===== src/elic_pkg.sv =====
/*
 * constants, register map and source table of the eight-level interrupt controller.
 * assumes a 32-bit classic wishbone register bus and a core that runs on the same clock.
 */
package elic_pkg;

    ////////////////////////////////////////////////////////////////////////////////
    // sizes
    localparam int NUM_LEVELS = 8;
    localparam int NUM_SRC = 17;

    ////////////////////////////////////////////////////////////////////////////////
    // register byte offsets
    localparam logic [7:0] ADR_MASK = 8'h00;
    localparam logic [7:0] ADR_PRIO = 8'h04;
    localparam logic [7:0] ADR_REQ = 8'h08;
    localparam logic [7:0] ADR_SYSMODE = 8'h0C;
    localparam logic [7:0] ADR_PEND = 8'h10;
    localparam logic [7:0] ADR_CTRL = 8'h14;
    localparam logic [7:0] ADR_STAT = 8'h18;

    // system mode fields
    localparam int MODE_GIE = 0;
    localparam int MODE_FAST_EN = 1;
    localparam int MODE_FLVL_LO = 2;
    localparam int MODE_FLVL_HI = 4;

    // control register: write-one strobes acting like the enable/disable instructions
    localparam int CTRL_EN = 0;
    localparam int CTRL_DIS = 1;

    // priority register fields
    localparam int PRI_A_SWAP = 0;
    localparam int PRI_GRP_LO = 1;
    localparam int PRI_B_GRP = 2;
    localparam int PRI_B_SUB = 3;
    localparam int PRI_GRP_MID = 4;
    localparam int PRI_C_GRP = 5;
    localparam int PRI_C_SUB = 6;
    localparam int PRI_GRP_HI = 7;

    // group identifiers and first level of each group
    localparam logic [1:0] GRP_A = 2'h0;
    localparam logic [1:0] GRP_B = 2'h1;
    localparam logic [1:0] GRP_C = 2'h2;
    localparam logic [2:0] BASE_A = 3'h0;
    localparam logic [2:0] BASE_B = 3'h2;
    localparam logic [2:0] BASE_C = 3'h5;

    ////////////////////////////////////////////////////////////////////////////////
    // reset values and vector page
    localparam logic [7:0] MASK_RST = 8'h00;
    localparam logic [7:0] PRIO_RST = 8'h00;
    localparam logic [2:0] FLVL_RST = 3'h0;
    localparam logic [15:0] RESET_PC = 16'h0100;
    localparam logic [7:0] VEC_PAGE = 8'h00;

    ////////////////////////////////////////////////////////////////////////////////
    // source table, index order is ascending vector order
    // 0 timer a ovf, 1 timer a match, 2-5 comparators, 6 timer d ovf, 7 timer d match,
    // 8 timer c match, 9 pwm ovf, 10-15 port pins, 16 adc
    localparam logic [2:0] SRC_LEVEL [NUM_SRC] = '{
        3'h0, 3'h0, 3'h1, 3'h1, 3'h1, 3'h1, 3'h2, 3'h2, 3'h2,
        3'h3, 3'h5, 3'h5, 3'h5, 3'h5, 3'h5, 3'h5, 3'h6};
    localparam logic [7:0] SRC_VECTOR [NUM_SRC] = '{
        8'hB0, 8'hB2, 8'hB4, 8'hB6, 8'hB8, 8'hBA, 8'hBC, 8'hBE, 8'hC0,
        8'hC2, 8'hC4, 8'hC6, 8'hC8, 8'hCA, 8'hCC, 8'hCE, 8'hD0};
    // pending bits that hardware clears when service starts
    localparam logic [NUM_SRC-1:0] AUTO_CLEAR = 17'h00241;

    ////////////////////////////////////////////////////////////////////////////////
    // service sequencer
    typedef enum logic [2:0] {
        ST_RESET,
        ST_IDLE,
        ST_PUSH_PCL,
        ST_PUSH_PCH,
        ST_PUSH_FLG,
        ST_FETCH_HI,
        ST_FETCH_LO,
        ST_LOAD
    } elic_state_e;

endpackage : elic_pkg


===== src/elic_prio_resolve.sv =====
/*
 * level priority resolver: picks the winning level among the eligible ones.
 * assumes req_i already holds only pending, unmasked levels; purely combinational.
 */
`timescale 1ns/1ps

module elic_prio_resolve
    import elic_pkg::*;
(
    // eligible levels and priority setting
    input wire logic [7:0] req_i,
    input wire logic [7:0] prio_i,
    // winner
    output logic valid_o,
    output logic [2:0] level_o
);

    ////////////////////////////////////////////////////////////////////////////////
    // group winner: first level against a two-level subgroup
    function automatic logic [3:0] pick3(input logic [2:0] r, input logic g, input logic s,
                                         input logic [2:0] base);
        logic [3:0] sub;
        logic [3:0] res;
        sub = 4'h0;
        res = 4'h0;
        if (s) begin
            sub = r[2] ? {1'b1, 3'(base + 3'h2)} : (r[1] ? {1'b1, 3'(base + 3'h1)} : 4'h0);
        end else begin
            sub = r[1] ? {1'b1, 3'(base + 3'h1)} : (r[2] ? {1'b1, 3'(base + 3'h2)} : 4'h0);
        end
        if (!g) begin
            res = r[0] ? {1'b1, base} : sub;
        end else begin
            res = sub[3] ? sub : (r[0] ? {1'b1, base} : 4'h0);
        end
        return res;
    endfunction : pick3

    // group order as {first, second, third}
    function automatic logic [5:0] group_order(input logic [2:0] sel);
        logic [5:0] ord;
        case (sel)
            3'h1: ord = {GRP_B, GRP_C, GRP_A};
            3'h2: ord = {GRP_A, GRP_B, GRP_C};
            3'h3: ord = {GRP_B, GRP_A, GRP_C};
            3'h4: ord = {GRP_C, GRP_A, GRP_B};
            3'h5: ord = {GRP_C, GRP_B, GRP_A};
            3'h6: ord = {GRP_A, GRP_C, GRP_B};
            default: ord = {GRP_A, GRP_B, GRP_C};
        endcase
        return ord;
    endfunction : group_order

    logic [3:0] grp_win [4];
    logic [5:0] ord;

    ////////////////////////////////////////////////////////////////////////////////
    // level number carries no weight, only the priority setting does
    always_comb begin
        grp_win[GRP_A] = pick3({1'b0, req_i[1:0]}, prio_i[PRI_A_SWAP], 1'b0, BASE_A);
        grp_win[GRP_B] = pick3(req_i[4:2], prio_i[PRI_B_GRP], prio_i[PRI_B_SUB], BASE_B);
        grp_win[GRP_C] = pick3(req_i[7:5], prio_i[PRI_C_GRP], prio_i[PRI_C_SUB], BASE_C);
        grp_win[3] = 4'h0;
        ord = group_order({prio_i[PRI_GRP_HI], prio_i[PRI_GRP_MID], prio_i[PRI_GRP_LO]});
        valid_o = 1'b0;
        level_o = 3'h0;
        // walk from lowest to highest ranked group, the last hit wins
        for (int p = 0; p < 3; p++) begin
            if (grp_win[ord[2*p +: 2]][3]) begin
                valid_o = 1'b1;
                level_o = grp_win[ord[2*p +: 2]][2:0];
            end
        end
    end

endmodule : elic_prio_resolve


===== src/elic_top.sv =====
/*
 * eight-level interrupt controller: level mask, priority, per-level request status,
 * global and fast enables, and the service entry sequence towards the core.
 * assumes a classic wishbone master, single-cycle source event pulses, a core that
 * holds pc_i and flags_i steady while serving, and program memory with one cycle
 * of read latency.
 */
`timescale 1ns/1ps

module elic_top
    import elic_pkg::*;
(
    // clock, reset, enable
    input wire logic clk_i,
    input wire logic rst_i,
    input wire logic ce_i,
    // wishbone slave
    input wire logic wb_cyc_i,
    input wire logic wb_stb_i,
    input wire logic wb_we_i,
    input wire logic [7:0] wb_adr_i,
    input wire logic [3:0] wb_sel_i,
    input wire logic [31:0] wb_dat_i,
    output logic [31:0] wb_dat_o,
    output logic wb_ack_o,
    // interrupt sources
    input wire logic [NUM_SRC-1:0] src_event_i,
    // core side
    input wire logic global_enable_instr_i,
    input wire logic global_disable_instr_i,
    input wire logic cpu_ack_i,
    input wire logic [15:0] pc_i,
    input wire logic [7:0] flags_i,
    output logic irq_o,
    output logic [2:0] irq_level_o,
    output logic irq_fast_o,
    output logic gie_o,
    // stack push port
    output logic stk_push_o,
    output logic [7:0] stk_data_o,
    // program memory read port
    output logic pmem_rd_o,
    output logic [15:0] pmem_addr_o,
    input wire logic [7:0] pmem_data_i,
    // program counter load
    output logic pc_load_o,
    output logic [15:0] pc_target_o
);

    ////////////////////////////////////////////////////////////////////////////////
    // state
    logic [7:0] level_mask_reg;
    logic [7:0] level_priority_reg;
    logic fast_en;
    logic [2:0] fast_lvl;
    logic [NUM_SRC-1:0] pend;
    logic [4:0] irq_src;
    logic [7:0] vec;
    logic [7:0] tgt_hi;
    elic_state_e state;

    logic [7:0] next_level_mask_reg;
    logic [7:0] next_level_priority_reg;
    logic next_gie;
    logic next_fast_en;
    logic [2:0] next_fast_lvl;
    logic [NUM_SRC-1:0] next_pend;
    logic [31:0] next_dat;
    logic next_ack;
    logic next_irq;
    logic [2:0] next_irq_level;
    logic next_irq_fast;
    logic [4:0] next_irq_src;
    logic [7:0] next_vec;
    logic [7:0] next_tgt_hi;
    elic_state_e next_state;
    logic next_stk_push;
    logic [7:0] next_stk_data;
    logic next_pmem_rd;
    logic [15:0] next_pmem_addr;
    logic next_pc_load;
    logic [15:0] next_pc_target;

    logic [7:0] lvl_req;
    logic win_valid;
    logic [2:0] win_level;
    logic [4:0] win_src;
    logic req_cyc;
    logic wr_commit;
    logic grant;
    logic [23:0] byte_mask;

    // word decode shared by reads and writes
    function automatic logic addr_hit(input logic [7:0] adr, input logic [7:0] off);
        return adr[7:2] == off[7:2];
    endfunction : addr_hit

    ////////////////////////////////////////////////////////////////////////////////
    // per-level request status: or of the pending sources on each level
    for (genvar l = 0; l < NUM_LEVELS; l++) begin : g_lvl
        logic [NUM_SRC-1:0] members;
        for (genvar s = 0; s < NUM_SRC; s++) begin : g_src
            assign members[s] = (SRC_LEVEL[s] == 3'(l));
        end
        assign lvl_req[l] = |(pend & members);
    end

    elic_prio_resolve u_resolve (
        .req_i(lvl_req & level_mask_reg),
        .prio_i(level_priority_reg),
        .valid_o(win_valid),
        .level_o(win_level)
    );

    // lowest index on the winning level, which is also its lowest vector
    always_comb begin
        win_src = 5'h00;
        for (int s = NUM_SRC - 1; s >= 0; s--) begin
            if (pend[s] && SRC_LEVEL[s] == win_level) begin
                win_src = 5'(s);
            end
        end
    end

    ////////////////////////////////////////////////////////////////////////////////
    // bus slave: ack one cycle after the request, dropped the cycle after
    assign req_cyc = wb_cyc_i && wb_stb_i && !wb_ack_o;
    // writes land on the edge where the master sees ack
    assign wr_commit = wb_cyc_i && wb_stb_i && wb_we_i && wb_ack_o;
    assign byte_mask = {{8{wb_sel_i[2]}}, {8{wb_sel_i[1]}}, {8{wb_sel_i[0]}}};

    always_comb begin
        next_ack = req_cyc;
        next_dat = 32'h0000_0000;
        if (req_cyc && !wb_we_i) begin
            if (addr_hit(wb_adr_i, ADR_MASK)) begin
                next_dat[7:0] = level_mask_reg;
            end else if (addr_hit(wb_adr_i, ADR_PRIO)) begin
                next_dat[7:0] = level_priority_reg;
            end else if (addr_hit(wb_adr_i, ADR_REQ)) begin
                next_dat[7:0] = lvl_req;
            end else if (addr_hit(wb_adr_i, ADR_SYSMODE)) begin
                next_dat[MODE_FLVL_HI:0] = {fast_lvl, fast_en, gie_o};
            end else if (addr_hit(wb_adr_i, ADR_PEND)) begin
                // hardware-cleared pendings are not visible to software
                next_dat[NUM_SRC-1:0] = pend & ~AUTO_CLEAR;
            end else if (addr_hit(wb_adr_i, ADR_STAT)) begin
                next_dat[6:0] = {irq_level_o, irq_fast_o, irq_o, 1'b0, state != ST_IDLE};
            end
        end
    end

    always_ff @(posedge clk_i) begin
        if (rst_i) begin
            wb_ack_o <= 1'b0;
            wb_dat_o <= 32'h0000_0000;
        end else if (ce_i) begin
            wb_ack_o <= next_ack;
            wb_dat_o <= next_dat;
        end
    end

    ////////////////////////////////////////////////////////////////////////////////
    // configuration registers and global enable
    assign grant = (state == ST_IDLE) && irq_o && cpu_ack_i;

    always_comb begin
        next_level_mask_reg = level_mask_reg;
        next_level_priority_reg = level_priority_reg;
        next_gie = gie_o;
        next_fast_en = fast_en;
        next_fast_lvl = fast_lvl;
        if (wr_commit && wb_sel_i[0]) begin
            if (addr_hit(wb_adr_i, ADR_MASK)) begin
                next_level_mask_reg = wb_dat_i[7:0];
            end
            if (addr_hit(wb_adr_i, ADR_PRIO)) begin
                next_level_priority_reg = wb_dat_i[7:0];
            end
            if (addr_hit(wb_adr_i, ADR_SYSMODE)) begin
                next_gie = wb_dat_i[MODE_GIE];
                next_fast_en = wb_dat_i[MODE_FAST_EN];
                next_fast_lvl = wb_dat_i[MODE_FLVL_HI:MODE_FLVL_LO];
            end
            if (addr_hit(wb_adr_i, ADR_CTRL) && wb_dat_i[CTRL_EN]) begin
                next_gie = 1'b1;
            end
            if (addr_hit(wb_adr_i, ADR_CTRL) && wb_dat_i[CTRL_DIS]) begin
                next_gie = 1'b0;
            end
        end
        if (global_enable_instr_i) begin
            next_gie = 1'b1;
        end
        if (global_disable_instr_i) begin
            next_gie = 1'b0;
        end
        // a grant must close the gate even against a simultaneous enable
        if (grant) begin
            next_gie = 1'b0;
        end
    end

    // mask, priority and fast level get a defined value although software must set them
    always_ff @(posedge clk_i) begin
        if (rst_i) begin
            level_mask_reg <= MASK_RST;
            level_priority_reg <= PRIO_RST;
            gie_o <= 1'b0;
            fast_en <= 1'b0;
            fast_lvl <= FLVL_RST;
        end else if (ce_i) begin
            level_mask_reg <= next_level_mask_reg;
            level_priority_reg <= next_level_priority_reg;
            gie_o <= next_gie;
            fast_en <= next_fast_en;
            fast_lvl <= next_fast_lvl;
        end
    end

    ////////////////////////////////////////////////////////////////////////////////
    // source pending bits: a new event beats any clear in the same cycle
    always_comb begin
        next_pend = pend;
        if (wr_commit && addr_hit(wb_adr_i, ADR_PEND)) begin
            next_pend = next_pend & ~(wb_dat_i[NUM_SRC-1:0] & byte_mask[NUM_SRC-1:0]
                                      & ~AUTO_CLEAR);
        end
        if (grant && AUTO_CLEAR[irq_src]) begin
            next_pend[irq_src] = 1'b0;
        end
        next_pend = next_pend | src_event_i;
    end

    always_ff @(posedge clk_i) begin
        if (rst_i) begin
            pend <= '0;
        end else if (ce_i) begin
            pend <= next_pend;
        end
    end

    ////////////////////////////////////////////////////////////////////////////////
    // service sequencer: push pc low, pc high, flags (nothing in fast service), then fetch the two vector bytes
    always_comb begin
        next_state = state;
        next_irq = 1'b0;
        next_irq_level = irq_level_o;
        next_irq_src = irq_src;
        next_irq_fast = irq_fast_o;
        next_vec = vec;
        next_tgt_hi = tgt_hi;
        next_stk_push = 1'b0;
        next_stk_data = stk_data_o;
        next_pmem_rd = 1'b0;
        next_pmem_addr = pmem_addr_o;
        next_pc_load = 1'b0;
        next_pc_target = pc_target_o;
        case (state)
            ST_RESET: begin
                next_pc_load = 1'b1;
                next_pc_target = RESET_PC;
                next_state = ST_IDLE;
            end
            ST_IDLE: begin
                if (grant) begin
                    next_vec = SRC_VECTOR[irq_src];
                    next_irq_fast = fast_en && (fast_lvl == irq_level_o);
                    // fast service keeps its context in the core, nothing to push
                    if (fast_en && (fast_lvl == irq_level_o)) begin
                        next_pmem_rd = 1'b1;
                        next_pmem_addr = {VEC_PAGE, SRC_VECTOR[irq_src]};
                        next_state = ST_FETCH_HI;
                    end else begin
                        next_stk_push = 1'b1;
                        next_stk_data = pc_i[7:0];
                        next_state = ST_PUSH_PCL;
                    end
                end else begin
                    next_irq = gie_o && win_valid;
                    next_irq_level = win_level;
                    next_irq_src = win_src;
                end
            end
            ST_PUSH_PCL: begin
                next_stk_push = 1'b1;
                next_stk_data = pc_i[15:8];
                next_state = ST_PUSH_PCH;
            end
            ST_PUSH_PCH: begin
                next_stk_push = 1'b1;
                next_stk_data = flags_i;
                next_state = ST_PUSH_FLG;
            end
            ST_PUSH_FLG: begin
                next_pmem_rd = 1'b1;
                next_pmem_addr = {VEC_PAGE, vec};
                next_state = ST_FETCH_HI;
            end
            ST_FETCH_HI: begin
                next_pmem_rd = 1'b1;
                next_pmem_addr = {VEC_PAGE, 8'(vec + 8'h01)};
                next_state = ST_FETCH_LO;
            end
            ST_FETCH_LO: begin
                next_tgt_hi = pmem_data_i;
                next_state = ST_LOAD;
            end
            ST_LOAD: begin
                next_pc_load = 1'b1;
                next_pc_target = {tgt_hi, pmem_data_i};
                next_state = ST_IDLE;
            end
            default: begin
                next_state = ST_IDLE;
            end
        endcase
    end

    always_ff @(posedge clk_i) begin
        if (rst_i) begin
            state <= ST_RESET;
            irq_o <= 1'b0;
            irq_level_o <= 3'h0;
            irq_src <= 5'h00;
            irq_fast_o <= 1'b0;
            vec <= 8'h00;
            tgt_hi <= 8'h00;
            stk_push_o <= 1'b0;
            stk_data_o <= 8'h00;
            pmem_rd_o <= 1'b0;
            pmem_addr_o <= 16'h0000;
            pc_load_o <= 1'b0;
            pc_target_o <= 16'h0000;
        end else if (ce_i) begin
            state <= next_state;
            irq_o <= next_irq;
            irq_level_o <= next_irq_level;
            irq_src <= next_irq_src;
            irq_fast_o <= next_irq_fast;
            vec <= next_vec;
            tgt_hi <= next_tgt_hi;
            stk_push_o <= next_stk_push;
            stk_data_o <= next_stk_data;
            pmem_rd_o <= next_pmem_rd;
            pmem_addr_o <= next_pmem_addr;
            pc_load_o <= next_pc_load;
            pc_target_o <= next_pc_target;
        end
    end

endmodule : elic_top


===== config.mk =====
export PLATFORM = sky130hd
export DESIGN_NAME = elic_top
export DESIGN_NICKNAME = d
export VERILOG_FILES = /design/src/elic_pkg.sv /design/src/elic_prio_resolve.sv /design/src/elic_top.sv
export SDC_FILE = /design/constraint.sdc
export NUM_CORES = 1
export LEC_CHECK = 0
export BUFFER_PORTS_ARGS = -buffer_cell sky130_fd_sc_hd__buf_2
export CAP_MARGIN = 20
export CORE_MARGIN = 3
export CORE_UTILIZATION = 39
export CTS_CLUSTER_DIAMETER = 80
export DETAILED_ROUTE_END_ITERATION = 8
export PLACE_DENSITY_LB_ADDON = 0.25
export SYNTH_ARGS = -nofsm -noshare
export SYNTH_HDL_FRONTEND = slang
export SYNTH_SLANG_ARGS = --single-unit

===== constraint.sdc =====
create_clock -name clk_i -period 3.6 [get_ports clk_i]
set_clock_uncertainty 0.2 [all_clocks]
set_input_delay 0.18 -clock clk_i [delete_from_list [all_inputs] [get_ports clk_i]]
set_output_delay 0.18 -clock clk_i [all_outputs]
set_load 0.005 [all_outputs]

==> results of run 1 <==
==> final cells by class <==
| type | instances | share of cell area [%] |
|---|---|---|
| Multi-Input combinational cell | 618 | 43.24 |
| Clock buffer | 20 | 5.255 |
| Clock inverter | 11 | 1.766 |
| Inverter | 18 | 0.7948 |
| Timing Repair Buffer | 233 | 17.78 |
| Tap cell | 211 | 3.106 |
| Sequential cell | 119 | 28.05 |
==> power by group through the flow <==
stage	Sequential, mW	Combinational (mW)	Clock [mW]
2_1_floorplan	1.40	0.192	0
3_3_place_gp	1.40	0.309	0
3_5_place_dp	1.40	0.310	0
4_1_cts	1.37	0.348	1.75
5_1_grt	1.38	0.393	1.82
6_report	1.38	0.362	1.73
==> cell families (layout without fill, tap and decap cells) <==
family          Yosys count  after routing  synth area share [%]
simple gates            332            332                 24.35
compound gates          221            222                 24.18
flops                   119            119                 37.58
buf+inv                  93            282                 7.519
mux                      36             36                 5.763
xor+xnor                  4              4                0.5527
other cells               1             24               0.05915
==> through the flow <==
| stage | power, mW | utilization [%] |
|---|---|---|
| 2_1_floorplan | 1.592 | - |
| 3_3_place_gp | 1.711 | 46.92 |
| 3_5_place_dp | 1.712 | 46.92 |
| 4_1_cts | 3.474 | 53.66 |
| 5_1_grt | 3.592 | 54.70 |
| 6_report | 3.472 | 54.70 |
==> critical path, stage by stage, from the launching register on <==
cell      delay, ns
dfxtp_2        0.33
nor4_4         0.33
buf_4          0.18
a31oi_4        0.08
a221o_1        0.42
a311o_1        0.38
o31a_1         0.38
buf_4          0.17
nor4_1         0.28
mux2i_1        0.16
o221a_2        0.17
o221a_1        0.23
a311oi_2       0.25
==> how the worst max path moves through the flow <==
stage / start / endpoint / slack (ns) / cells after the start
2_1_floorplan: pend[12] / flip-flop / 0.23 / 10
3_3_place_gp: pend[12] / flip-flop / 0.08 / 10
3_5_place_dp: pend[12] / flip-flop / 0.06 / 10
4_1_cts: pend[12] / flip-flop / 0.03 / 10
5_1_grt: pend[15] / flip-flop / -0.11 / 12
6_report: pend[15] / flip-flop / -0.04 / 12
==> repair_timing <==
item                                   4_1_cts  5_1_grt
gates resized for setup                      0       17
setup buffers                                0        7
setup endpoints to repair                    0        2
endpoints found under the hold margin       64        0
hold buffers                                45        0
==> synth_stat cells, types with 4 or more instances <==
| library cell | count | share of area, % |
|---|---|---|
| nand3b_1 | 4 | 0.47 |
| nor3b_1 | 7 | 0.83 |
| o311ai_0 | 4 | 0.55 |
| a21oi_1 | 84 | 6.6 |
| nand3_1 | 30 | 2.4 |
| inv_1 | 16 | 0.95 |
| or3_1 | 6 | 0.59 |
| o21ai_0 | 22 | 1.7 |
| a21boi_0 | 4 | 0.47 |
| nor3_1 | 15 | 1.2 |
| a211oi_1 | 6 | 0.71 |
| and3_1 | 8 | 0.79 |
| a22oi_1 | 31 | 3.7 |
| buf_4 | 24 | 2.8 |
| nor2_1 | 128 | 7.6 |
| a22o_1 | 14 | 1.9 |
| mux2i_1 | 35 | 5.5 |
| o22ai_1 | 8 | 0.79 |
| clkbuf_1 | 44 | 2.6 |
| o211ai_1 | 6 | 0.71 |
| a31oi_1 | 4 | 0.39 |
| nor4_1 | 7 | 0.69 |
| nand2b_1 | 5 | 0.49 |
| nand2_1 | 86 | 5.1 |
| nor2b_1 | 7 | 0.69 |
| and2_1 | 7 | 0.69 |
| dfxtp_1 | 119 | 38 |
==> per-layer routing <==
| metal | routed length (um) | global-route usage, % |
|---|---|---|
| met5 | 0 | 0 |
| met4 | 402 | 7.200 |
| met3 | 1877 | 6.269 |
| met2 | 9513 | 34.34 |
| met1 | 9577 | 32.12 |
==> impl_metrics.yaml, run 1 <==
finish:
  seqCellArea_sq_mm: 0.002385
  layout_commonest_cell: "buf_2"
  final_cell_mix: "buf_2 (139), nor2_1 (128), dfxtp_1 (117)"
  largest_reg_flops: 17
  fillers: 1485
  final_cell_area_sq_mm: 0.008501
  largestRegisters: "pend x17, pc_target_o x16, wb_dat_o x16"
  largest_register: "pend"
  drive_above_1_share_pct: 25.02
  multi_input_area_sq_mm: 0.003676
  syn_to_final_growth_pct: 34.08
  nets: 1109
  diodes: 0
  instances_no_fill: 1230
power:
  ir_drop_uv: 358.6
  power.density_mw_per_mm2: 408.5
  combPwrFrac_pct: 10.4
  p_leak_nw: 3.504
  p_sw_share_pct: 24.80
  p_int_mw: 2.611
  p_sw_uw: 861.3
  seqPwrFrac_pct: 39.6
  clkPwrFrac_pct: 49.9
min_path:
  hold_class: "in2reg"
  whs_endpoint: "stk_data_o[2]"
  min_path_cells: 7
  worstHoldStart: "pc_i[10]"
route:
  vias: 6690
  wl_per_cell_um: 17.37
  drc: 0
  firstDrtPassIters: 6
  antenna_left: 0
  via_per_inst: 5.439
  drt_iter0_drc: 664
  drt_wl_total_mm: 21.37
timing:
  finalHoldViolCount: 0
  layout_setup_ws_ns: -0.04064
  slew_headroom_pct: 38.78
  fmax_mhz: 274.7
  fin_tns_setup_ns: -0.04064
  holdWs_ns: 0.02764
  period_minus_slack_ns: 3.641
  finalCritPeriodShare_pct: 101.1
  worst_pin_slew_ns: 0.9099
  setup_viol: 1
  drv_slew: 0
floorplanning:
  io_pins: 184
  fp.dieArea_sq_mm: 0.01782
  core_sq_mm: 0.01554
  die_y_um: 133.5
  die_w_um: 133.5
  num_rows: 45
  start_util_pct: 40.80
status:
  violations: "setup timing"
  status: "finished with violations"
logic_synthesis:
  syn_avg_cell_area_sq_um: 7.866
  syn_inst: 806
  async_flop_share_pct: 0
  synth_edf_count: 0
  seq_area_frac_synth_pct: 37.58
  yosysWarnings: 0
  ys_types: 76
  ys_ff_latch: 119
  synth_ff_type: "dfxtp_1"
  synth_area_sq_mm: 0.006340
setup_path:
  cp-start-kind: "flip-flop"
  ff2ff_path_depth: 12
  r2r-start: "pend[15]"
  crit_fanout: 3
  worstSetupEndpointType: "flip-flop"
  critical_path_class: "reg2reg"
  required_ns: 3.73
  worstPathArrival_ns: 3.77
  ff2ff_setup_slack_ns: -0.04
global_route:
  grt_overflow: 0
  grt_pass1_wl_mm: 32.51
  antenna_found_initial: 0
  grt_max_degree: 73
  grt_usage_pct: 22.92
  grt_pass1_vias: 5928
placement:
  dp.final_hpwl_mm: 14.91
  dp.cells: 1146
  gp_congestion: 0.9268
  place_ws_ns: 0.05856
  post_dp_cell_area_sq_mm: 0.007292
  numPortBuffers: 140
clock_tree:
  clockRootBuffer: "clkbuf_16"
  numClockSinks: 119
  clk_pin_slew_ns: 0.06
  htree_levels: 4
  clk_path_buf_depth: 2
  tritoncts: "done"
  clk_latency_ns: 0.42
  cts_made_buffers: 17
run:
  drv_cap: 0
Power figures use the tool's default switching activity.
==> run 2, diff against run 1 <==
--- a/config.mk
+++ b/config.mk
@@ -7,7 +7,6 @@
 export LEC_CHECK = 0
 export BUFFER_PORTS_ARGS = -buffer_cell sky130_fd_sc_hd__buf_2
 export CAP_MARGIN = 20
-export CORE_MARGIN = 3
 export CORE_UTILIZATION = 39
 export CTS_CLUSTER_DIAMETER = 80
 export DETAILED_ROUTE_END_ITERATION = 8
==> impl_metrics.yaml, run 2 (same netlist as run 1, synthesis figures left out) <==
floorplanning:
  start_util_pct: 39.91
  die_w_um: 129.5
  fp.dieArea_sq_mm: 0.01677
  io_pins: 184
  num_rows: 46
  core_sq_mm: 0.01589
  die_y_um: 129.5
setup_path:
  worstSetupEndpointType: "flip-flop"
  crit_fanout: 7
  cp-start-kind: "flip-flop"
  max_stage_delay_ns: 0.56
  required_ns: 3.69
  critical_path.cell_chain: "nor4_4 -> a31oi_4 -> a221o_1 -> or4_4 -> a21oi_4 -> nor2_4 -> o311a_2 -> or3_1 -> o221ai_1 -> a311oi_1"
  r2r-start: "pend[13]"
  worstPathArrival_ns: 3.57
  crit_path_start: "pend[13]"
  cp_slowest_cell: "or4_4"
  critical_path_class: "reg2reg"
placement:
  post_dp_cell_area_sq_mm: 0.007298
  dp.final_hpwl_mm: 14.60
  dp.cells: 1151
  gp_congestion: 0.8813
  numPortBuffers: 140
power:
  power.density_mw_per_mm2: 414.8
  ir_drop_uv: 347.6
  p_leak_nw: 3.451
finish:
  largest_reg_flops: 17
  layout_commonest_cell: "buf_2"
  instances_no_fill: 1227
  final_cell_mix: "buf_2 (139), nor2_1 (128), dfxtp_1 (119)"
  drive_above_1_share_pct: 23.86
  final_cell_area_sq_mm: 0.008389
  fillers: 1546
  syn_to_final_growth_pct: 32.33
  nets: 1100
  final_core_util_pct: 52.81
  largestRegisters: "pend x17, pc_target_o x16, wb_dat_o x16"
  largest_register: "pend"
clock_tree:
  cts_made_buffers: 17
  clk_path_buf_depth: 2
  clk_latency_ns: 0.42
  clk_pin_slew_ns: 0.06
  clockRootBuffer: "clkbuf_16"
  tritoncts: "done"
  numClockSinks: 119
  htree_levels: 4
global_route:
  top_usage_layer: "met2"
  grt_use_met3_pct: 5.863
  grt_pass1_vias: 5780
  grt_max_degree: 61
  antenna_found_initial: 0
  grt_usage_pct: 24.31
  grt_pass1_wl_mm: 30.93
  met1_usage_pct: 33.02
  grt_util_met2_pct: 37.51
  grt_overflow: 0
route:
  antenna_left: 0
  drt_wl_total_mm: 20.28
  vias: 6581
  via_per_inst: 5.363
  firstDrtPassIters: 5
  drc: 0
  drt_iter0_drc: 591
  wl_per_cell_um: 16.53
timing:
  holdWs_ns: 0.02714
  setup_viol: 0
  rsz0062_at_grt: "no"
  fmax_mhz: 287.5
  worst_pin_slew_ns: 0.8404
  drv_slew: 0
  period_minus_slack_ns: 3.479
  slew_headroom_pct: 43.46
  fin_tns_setup_ns: 0
  finalHoldViolCount: 0
  finalCritPeriodShare_pct: 96.64
run:
  drv_cap: 0
min_path:
  hold_class: "in2reg"
  worstHoldStart: "global_disable_instr_i"
status:
  status: "finished, final reports clean"
[run 2: power by group]
group	leakage, nW	switching [mW]	total, mW	internal [mW]
registers	0.965	0.0336	1.38	1.35
clock network	0.288	0.630	1.75	1.12
logic	2.20	0.195	0.350	0.155
total	3.45	0.858	3.48	2.62
[run 2: worst paths after layout]
kind                            slack [ns]  depth (start not counted)         endpoint
worst min-delay path                  0.03                          5            gie_o
worst max-delay path                  0.12                         10        flip-flop
worst max register to register        0.12                         10        flip-flop
worst min register to register        0.25                          2  pc_target_o[15]
[run 2: per-stage QoR]
step           worst slack (ns)  total power, mW
5_1_grt                0.009291            3.602
2_1_floorplan            0.2330            1.592
6_report                 0.1211            3.480
4_1_cts                 0.07943            3.489
3_5_place_dp            0.08674            1.711
3_3_place_gp             0.1084            1.710
[run 2: critical path, delay by kind of cell (launching register included)]
family	cells	cell delay, ns
flops	1	0.33
simple gates	4	1.45
compound gates	6	1.36
[run 2: cell type report]
type | count | area (sq um) | area share (%)
inverter | 18 | 67.56 | 0.8054
tap | 216 | 270.3 | 3.221
clock buffer | 20 | 456.7 | 5.444
antenna | 1 | 2.502 | 0.02983
clock inverter | 11 | 148.9 | 1.775
sequential | 119 | 2382 | 28.40
timing repair buffer | 225 | 1451 | 17.30
multi-input combinational | 617 | 3610 | 43.03
[run 2: timing repair]
item                                    4_1_cts  5_1_grt
gates resized for setup                       0        7
hold buffers                                 44        0
buffers inserted                              0        0
endpoints found under the hold margin        62        0
endpoints found under the setup margin        0        1
[run 2: metal layers]
layer  part of all wire [%]  vias up
met5                      0        -
met4                    1.8        0
met3                    8.6       30
met2                     45      279
met1                     45     3047
li1                       -     3225
